<file path="src/acr_pkg.sv">
// Package of register offsets, field positions, reset values and decode constants for the ADC configuration bank
// ==========================================================================
// Function
// - Decode rate code to samples per second
// - Ready flag sets on result, clears on read
// - Counter enable bit, reset zero
// - Integrity check select: none, inverted, CRC16
// - Burn-out sources bit, off after reset
// - Common excitation magnitude from three-bit code
// - First source route code, 111 reserved
// - Second source route code, 101 to 111 reserved
// - Reserved bits read zero, host writes zero
// - Result output mode: manual or automatic
// - Pin direction bits, inputs after reset
// - Pin 2 output source: level or ready
// - Level bits drive outputs, sample inputs
// - Registers at 02h-04h, all reset zero
// - Mode bit selects normal or double speed
package acr_pkg;

    // ==========================================================================
    // Register addresses
    localparam logic [7:0] ADDR_CHECK_EXC = 8'h02;  // result_check_and_excitation_config
    localparam logic [7:0] ADDR_ROUTE_OUT = 8'h03;  // excitation_routing_and_output_config
    localparam logic [7:0] ADDR_PIN_CTRL  = 8'h04;  // general_pin_control
    localparam logic [7:0] RESET_VALUE    = 8'h00;  // Every register resets to zero

    // ==========================================================================
    // Field positions, register 2
    localparam int POS_READY     = 7;
    localparam int POS_CNT_EN    = 6;
    localparam int POS_CHECK_LO  = 4;
    localparam int POS_BURNOUT   = 3;
    localparam int POS_LEVEL_LO  = 0;
    // Register 3
    localparam int POS_ROUTE1_LO = 5;
    localparam int POS_ROUTE2_LO = 2;
    localparam int POS_RSVD3     = 1;
    localparam int POS_AUTO      = 0;
    // Register 4
    localparam int POS_RSVD4     = 7;
    localparam int POS_DIR_LO    = 4;
    localparam int POS_PIN2_SEL  = 3;
    localparam int POS_PIN_LO    = 0;

    // Writable masks: read-only and reserved bits never take a write
    localparam logic [7:0] WMASK_CHECK_EXC = 8'h7f;
    localparam logic [7:0] WMASK_ROUTE_OUT = 8'hfd;
    localparam logic [7:0] WMASK_PIN_CTRL  = 8'h7f;

    // ==========================================================================
    // Decode constants
    localparam logic [2:0] RATE_RESERVED  = 3'h7;
    localparam logic [1:0] CHECK_RESERVED = 2'h3;
    localparam logic [2:0] ROUTE_RESERVED = 3'h7;
    localparam logic [2:0] ROUTE2_LAST    = 3'h4;   // Second source reaches inputs only

    // Integrity check modes
    typedef enum logic [1:0] {
        CHECK_NONE     = 2'h0,
        CHECK_INVERTED = 2'h1,
        CHECK_CRC16    = 2'h2,
        CHECK_BAD      = 2'h3
    } acr_check_type;

    // Sample rates, normal mode, samples per second
    localparam logic [15:0] RATE_SPS [0:6] = '{16'd20, 16'd45, 16'd90, 16'd175, 16'd330, 16'd600, 16'd1000};
    // Excitation magnitude, microamps
    localparam logic [15:0] LEVEL_UA [0:7] = '{16'd0, 16'd10, 16'd50, 16'd100, 16'd250, 16'd500, 16'd1000,
                                              16'd1500};
    // Modulator clock in kHz for each mode bit value
    localparam logic [15:0] MOD_KHZ_NORMAL = 16'd256;
    localparam logic [15:0] MOD_KHZ_DOUBLE = 16'd512;

endpackage : acr_pkg

</file>
<file path="src/acr_decode.sv">
// Combinational decoder of rate, magnitude and modulator clock settings, registered for output
module acr_decode
    import acr_pkg::*;
(
    input  wire logic        clk_sys,
    input  wire logic        reset,
    input  wire logic        double_speed,        // Mode bit
    input  wire logic [2:0]  sample_rate_code,    // Rate field
    input  wire logic [2:0]  excitation_current_level,
    output logic      [15:0] sample_rate_sps,     // 0 when code reserved
    output logic             rate_code_invalid,
    output logic      [15:0] excitation_ua,
    output logic      [15:0] modulator_khz
);
    logic [15:0] next_rate;   // Rate before register

    // ==========================================================================
    // Rate lookup; double speed doubles the normal column
    always_comb begin
        next_rate = 16'h0000;
        if (sample_rate_code != RATE_RESERVED) begin
            next_rate = RATE_SPS[sample_rate_code];
            if (double_speed) begin
                next_rate = {next_rate[14:0], 1'b0};
            end
        end
    end

    // Registered outputs
    always_ff @(posedge clk_sys) begin
        if (reset) begin
            sample_rate_sps   <= 16'h0000;
            rate_code_invalid <= 1'b0;
            excitation_ua     <= 16'h0000;
            modulator_khz     <= MOD_KHZ_NORMAL;
        end else begin
            sample_rate_sps   <= next_rate;
            // Flags a host breaking the reserved-code promise
            rate_code_invalid <= (sample_rate_code == RATE_RESERVED);
            excitation_ua     <= LEVEL_UA[excitation_current_level];
            modulator_khz     <= double_speed ? MOD_KHZ_DOUBLE : MOD_KHZ_NORMAL;
        end
    end

endmodule : acr_decode

</file>
<file path="src/acr_bank.sv">
// Top: configuration registers 2 to 4, ready flag, pin logic and setting decode
module acr_bank
    import acr_pkg::*;
(
    input  wire logic        clk_sys,
    input  wire logic        reset,
    // Register port from the command interpreter
    input  wire logic [7:0]  reg_addr,
    input  wire logic        reg_write,
    input  wire logic [7:0]  reg_wdata,
    input  wire logic        reg_read,
    output logic      [7:0]  reg_rdata,
    output logic             reg_rvalid,
    // Settings held outside this bank
    input  wire logic        double_speed,
    input  wire logic [2:0]  sample_rate_code,
    // Conversion events
    input  wire logic        result_done,          // Pulse: new result available
    input  wire logic        result_read,          // Pulse: conversion data read
    // Pins
    input  wire logic [2:0]  pin_in,
    output logic      [2:0]  pin_out,
    output logic      [2:0]  pin_oe,
    // Configuration outputs
    output logic             result_ready_flag,
    output logic             conversion_counter_enable,
    output acr_check_type    integrity_check,
    output logic             burnout_source_enable,
    output logic      [2:0]  excitation_current_level,
    output logic      [2:0]  first_source_route,
    output logic      [2:0]  second_source_route,
    output logic             auto_output_mode,
    output logic             route_code_invalid,
    output logic      [15:0] sample_rate_sps,
    output logic             rate_code_invalid,
    output logic      [15:0] excitation_ua,
    output logic      [15:0] modulator_khz
);
    import acr_pkg::*;

    // ==========================================================================
    // Storage
    logic [6:0] cfg2;          // Bits 6:0 of register 2
    logic [7:0] cfg3;          // Register 3, bit 1 held zero
    logic [6:0] cfg4_ctrl;     // Direction, select, levels for outputs
    logic [2:0] pin_sampled;   // Sampled input levels
    logic [2:0] pin_dir;       // Direction bits
    logic [2:0] pin_level;     // Level bits as read back
    logic       next_pin2;     // Pin 2 drive before register
    logic       route1_bad;    // First route holds the reserved code
    logic       route2_bad;    // Second route points past the last input
    logic       check_bad;     // Integrity check holds the reserved code

    assign pin_dir = cfg4_ctrl[POS_DIR_LO +: 3];

    // ==========================================================================
    // Register 2 writable fields
    // A write lands on the edge where reg_write is high; the fields reach
    // their outputs one edge later through the registered field block,
    // so a host sees a new setting one edge after its write lands
    always_ff @(posedge clk_sys) begin
        if (reset) begin
            cfg2 <= RESET_VALUE[6:0];
        end else if (reg_write && reg_addr == ADDR_CHECK_EXC) begin
            // Bit 7 is outside the mask so a write never touches the flag
            cfg2 <= reg_wdata[6:0] & WMASK_CHECK_EXC[6:0];
        end
    end

    // ==========================================================================
    // Ready flag
    // A new result in the read cycle wins so none is lost
    // The flag is kept apart from cfg2 so no register write reaches it
    always_ff @(posedge clk_sys) begin
        if (reset) begin
            result_ready_flag <= 1'b0;
        end else if (result_done) begin
            result_ready_flag <= 1'b1;
        end else if (result_read) begin
            result_ready_flag <= 1'b0;
        end
    end

    // ==========================================================================
    // Register 3
    // Reserved bit stays zero
    // Routes are stored as written, reserved codes included
    always_ff @(posedge clk_sys) begin
        if (reset) begin
            cfg3 <= RESET_VALUE;
        end else if (reg_write && reg_addr == ADDR_ROUTE_OUT) begin
            cfg3 <= reg_wdata & WMASK_ROUTE_OUT;
        end
    end

    // ==========================================================================
    // Register 4
    // Bit 7 reserved and never stored
    // Level bits are stored for every pin, so a pin turned to output
    // drives the level that was written while it was still an input
    always_ff @(posedge clk_sys) begin
        if (reset) begin
            cfg4_ctrl <= RESET_VALUE[6:0];
        end else if (reg_write && reg_addr == ADDR_PIN_CTRL) begin
            cfg4_ctrl <= reg_wdata[6:0] & WMASK_PIN_CTRL[6:0];
        end
    end

    // ==========================================================================
    // Pin sampling
    // Sample pin inputs each cycle
    // Inputs are taken as synchronous, so one stage suffices; an input
    // therefore reads back one edge after the pin itself moves
    always_ff @(posedge clk_sys) begin
        if (reset) begin
            pin_sampled <= 3'h0;
        end else begin
            pin_sampled <= pin_in;
        end
    end

    // ==========================================================================
    // Pin drive: one slice per pin
    // Pin 2 may carry the ready flag; it trails the flag by one edge
    // because every pin drive is registered like the other outputs
    always_comb begin
        next_pin2 = cfg4_ctrl[POS_PIN2_SEL] ? result_ready_flag : cfg4_ctrl[POS_PIN_LO + 2];
    end

    genvar gi;
    generate
        for (gi = 0; gi < 3; gi++) begin : g_pin
            // Read back the stored level bit on outputs, the sampled level on inputs
            assign pin_level[gi] = pin_dir[gi] ? cfg4_ctrl[POS_PIN_LO + gi] : pin_sampled[gi];
            always_ff @(posedge clk_sys) begin
                if (reset) begin
                    pin_oe[gi]  <= 1'b0;
                    pin_out[gi] <= 1'b0;
                end else begin
                    pin_oe[gi]  <= pin_dir[gi];
                    if (gi == 2) begin
                        pin_out[gi] <= next_pin2;
                    end else begin
                        pin_out[gi] <= cfg4_ctrl[POS_PIN_LO + gi];
                    end
                end
            end
        end
    endgenerate

    // ==========================================================================
    // Read path; unmapped addresses read zero
    // Read data are registered, so a write in the read cycle is not seen
    // reg_rdata holds between reads; only reg_rvalid marks a fresh answer
    always_ff @(posedge clk_sys) begin
        if (reset) begin
            reg_rdata  <= 8'h00;
            reg_rvalid <= 1'b0;
        end else begin
            reg_rvalid <= reg_read;
            if (reg_read) begin
                unique case (reg_addr)
                    ADDR_CHECK_EXC: reg_rdata <= {result_ready_flag, cfg2};
                    ADDR_ROUTE_OUT: reg_rdata <= cfg3;
                    ADDR_PIN_CTRL:  reg_rdata <= {1'b0, cfg4_ctrl[6:3], pin_level};
                    default:        reg_rdata <= 8'h00;
                endcase
            end
        end
    end

    // ==========================================================================
    // Reserved-code detection on the stored fields
    // Codes stay as written so a read shows what the host sent;
    // the analog side learns of them through route_code_invalid instead
    assign route1_bad = (cfg3[POS_ROUTE1_LO +: 3] == ROUTE_RESERVED);
    assign route2_bad = (cfg3[POS_ROUTE2_LO +: 3] > ROUTE2_LAST);
    assign check_bad  = (cfg2[POS_CHECK_LO +: 2] == CHECK_RESERVED);

    // ==========================================================================
    // Field outputs, registered
    // Registering every field keeps all outputs straight from flip-flops,
    // at the cost of one edge of latency after each write
    always_ff @(posedge clk_sys) begin
        if (reset) begin
            conversion_counter_enable <= 1'b0;
            integrity_check           <= CHECK_NONE;
            burnout_source_enable     <= 1'b0;
            excitation_current_level  <= 3'h0;
            first_source_route        <= 3'h0;
            second_source_route       <= 3'h0;
            auto_output_mode          <= 1'b0;
            route_code_invalid        <= 1'b0;
        end else begin
            conversion_counter_enable <= cfg2[POS_CNT_EN];
            integrity_check           <= acr_check_type'(cfg2[POS_CHECK_LO +: 2]);
            burnout_source_enable     <= cfg2[POS_BURNOUT];
            excitation_current_level  <= cfg2[POS_LEVEL_LO +: 3];
            first_source_route        <= cfg3[POS_ROUTE1_LO +: 3];
            second_source_route       <= cfg3[POS_ROUTE2_LO +: 3];
            auto_output_mode          <= cfg3[POS_AUTO];
            // Reserved route or check codes are reported, not acted upon
            route_code_invalid <= route1_bad || route2_bad || check_bad;
        end
    end

    // ==========================================================================
    // Decode of rate and magnitude
    // Rate and mode live in registers outside this bank, so they enter
    // as ports; the magnitude is taken from the stored field, which
    // keeps the decoded current in step with the level output
    acr_decode u_decode (
        .clk_sys                  (clk_sys),
        .reset                    (reset),
        .double_speed             (double_speed),
        .sample_rate_code         (sample_rate_code),
        .excitation_current_level (cfg2[POS_LEVEL_LO +: 3]),
        .sample_rate_sps          (sample_rate_sps),
        .rate_code_invalid        (rate_code_invalid),
        .excitation_ua            (excitation_ua),
        .modulator_khz            (modulator_khz)
    );

endmodule : acr_bank

</file>
<file path="config.mk">
export PLATFORM = sky130hd
export DESIGN_NAME = acr_bank
export DESIGN_NICKNAME = d
export VERILOG_FILES = /design/src/acr_pkg.sv /design/src/acr_decode.sv /design/src/acr_bank.sv
export SDC_FILE = /design/constraint.sdc
export NUM_CORES = 1
export LEC_CHECK = 0
export ABC_AREA = 1
export BUFFER_PORTS_ARGS = -buffer_cell sky130_fd_sc_hd__buf_2
export CAP_MARGIN = 15
export CORE_MARGIN = 2
export CORE_UTILIZATION = 53
export DETAILED_ROUTE_END_ITERATION = 16
export MAX_ROUTING_LAYER = met4
export PLACE_DENSITY = 0.84
export SLEW_MARGIN = 20
export SYNTH_ARGS = -nofsm -noshare
export SYNTH_HDL_FRONTEND = slang
export SYNTH_SLANG_ARGS = --single-unit
export TNS_END_PERCENT = 10
</file>
<file path="constraint.sdc">
create_clock -name clk_sys -period 2.2 [get_ports clk_sys]
set_input_delay 0.11 -clock clk_sys [delete_from_list [all_inputs] [get_ports clk_sys]]
set_output_delay 0.11 -clock clk_sys [all_outputs]
set_load 0.02 [all_outputs]
</file>
==> metrics <==
status finished clean; row count 27; Synth cell types 25; DR iter-0 viols 115; count of nets after finishing 494; ys async rst share 0%; Placement Cell Area 0.00340 mm²; CTS tree done; # port buffers 83; post-route ant nets 0; Power Total 2.81 mW; Worst VDD drop 0.410 mV; Reg2Reg Setup Slack 850 ps; top-count cell post-synth dfxtp_1; clock latency on the worst-skew pair 340 ps; final setup fails 0; power density over the cells 770 mW/mm²; crit-path max cell delay 500 ps; core area 0.00557 mm²; clock sink total 78; CP top delay family flip-flops; DRT Pass-1 Iters 5; post-synthesis sequential area ratio 50.7%; GRT Residual Overflow 0; Final Non-Filler Cells 534; clk_skew 5.60 ps; Max Cap Viol 0; Post-CTS Setup Bufs 0; Area Growth Syn to Fin 18.6%; first-pass GRT wire length 10,400 µm; worst slack, placed 699 ps; dpl hpwl 4770 µm; share of the synthesized area in the top cell type 50.7%; CP Launch Type flop; Top FF cell, synth dfxtp_1; worst path required time 2440 ps; R2R Path End u_decode.excitation_ua[1]; CP Depth 4; Fmax 0.741 GHz; synth cell count leaders dfxtp_1, nor2_1, inv_1; Critical Path End Type flop; Final Cycle Share 61.3%; ranking of synthesized cells by area dfxtp_1, a21oi_1, buf_4, nor2_1, inv_1; largest net degree at the start of global routing 37; # DRC 0; die area 0.00644 mm²; die height 80.2 µm; Hold Crit Depth 4; Worst Setup SP cfg2[0]; GRT Total Usage 21.5%; diodes inserted 0; top cell type by total area after synthesis dfxtp_1; CP bufs+invs 1; LEAKAGE 1.74 nW; cell count after synthesis 374; CP cell instances inv_1 > ha_1 > o21ai_0 > nor2_1; H-Tree Depth 3; cts hold-fix bufs 4; Hold Fails Final Rpt 0; final instance area 0.00365 mm²; clk slew on worst S/H paths 70 ps; cts bufs inserted 9; Synth Area per Inst 8.24 µm²; Setup crit end u_decode.excitation_ua[1]; CTS Buffer Depth 2; crit path DAT 1590 ps; layout cells sized above 1 23.8%; vias in the first global route 2,337; drt via density 4.88; Placer Congestion 0.906; HP Class in -> reg; drt total wl 6590 µm; # resized after CTS 0; warnings from Yosys 0; Clock Tree Root clkbuf_8; FF-to-FF path depth 4; Initial Util 55.3%; vias 2,605; setup TNS 0 ps; Yosys reg bits 78; Critical Path Fanout Max 8; Crit-path slowest cell dfxtp_1; WL/cell 12.3 µm; Reg-to-Reg Start cfg2[0]; Setup Crit Path Kind reg -> reg; RSZ-0062 raised after global routing false; Post-synth EDFFs 0; Slew Viols, Final 0; minimum clock period 1350 ps; initial antenna violation count 0; I/O pin count 109; die outline width 80.2 µm; Syn Std Cell Area 0.00308 mm²; Setup WS post-layout 851 ps; Placed Cells 514
[sequential cells by signal, indices dropped and copies added (netlist names), 2 cells and up]
signal / flops
cfg2: 7
cfg3: 7
cfg4_ctrl: 7
excitation_current_level: 3
first_source_route: 3
integrity_check: 2
pin_oe: 3
pin_out: 3
pin_sampled: 3
reg_rdata: 8
second_source_route: 3
u_decode.excitation_ua: 9
u_decode.modulator_khz: 2
u_decode.sample_rate_sps: 11
[power by group]
part           switching, mW  internal (mW)
registers            0.00569           1.43
logic                  0.162         0.0615
clock network          0.483          0.667
[cell families (layout without fill, tap and decap cells)]
logic type / after synthesis / count (layout) / share of synthesized area (%)
flops: 78 / 78 / 50.7
buf+inv: 86 / 150 / 14.8
compound gates: 80 / 80 / 13.3
other cells: 1 / 25 / 0.122
simple gates: 121 / 121 / 17.8
fa+ha+maj: 8 / 8 / 3.25
[cells in the final DEF, fill, tap and decap left out]
cell type	Yosys	routed
buf_2	5	83
dfxtp_1	78	78
nor2_1	45	45
inv_1	41	41
a21oi_1	39	39
nand2_1	35	35
nand3_1	28	28
conb_1	1	25
o21ai_0	24	24
o21ai_1	13	13
clkbuf_8	0	10
ha_1	8	8
nor2_4	4	4
dlygate4sd3_1	0	4
inv_2	3	3
nor3_1	3	3
nand3_2	3	3
a211oi_1	2	2
clkinv_1	2	2
nand2_2	2	2
clkbuf_1	3	2
clkinv_2	0	2
bufinv_16	0	2
a31oi_1	1	1
nor4_1	1	1
o21a_1	1	1
buf_4	26	1
[worst reg2reg max path, stage by stage (launching register included)]
cell	delay, ps
dfxtp_1	500
inv_1	210
ha_1	320
o21ai_0	150
nor2_1	60
[worst min-delay path by stage]
stage	from	end	slack (ps)
after floorplan	pin_in[0]	pin_sampled[0]	220
after global placement	pin_in[2]	pin_sampled[2]	310
after detailed placement	pin_in[0]	pin_sampled[0]	320
after CTS	result_read	result_ready_flag	20
after global routing	result_read	result_ready_flag	50
final	result_read	result_ready_flag	30
[routing by layer]
metal | vias up | wire (µm) | global-route usage [%]
li1 | 1313 | - | -
met4 | 0 | 77 | 9.83
met1 | 1178 | 2840 | 26.2
met2 | 105 | 3250 | 34.7
met3 | 9 | 419 | 3.93
met5 | - | 0 | -
[final cells by class]
class | count | area, µm²
repair buffers | 88 | 463
multi-input cells | 234 | 1150
well taps | 72 | 90.1
fillers | 504 | 1920
clock inverters | 4 | 70.1
clock buffers | 12 | 145
flip-flops and latches | 78 | 1560
inverters | 46 | 173
[per-stage QoR]
| step | utilization [%] | hold slack, ps |
|---|---|---|
| global route | 65.6 | 48.1 |
| CTS | 65.6 | 17.8 |
| global placement | 61.0 | 314 |
| finish | 65.6 | 30.2 |
| detailed placement | 61.0 | 320 |
| floorplan | - | 217 |
No activity file was read; power rests on OpenSTA's default activity.
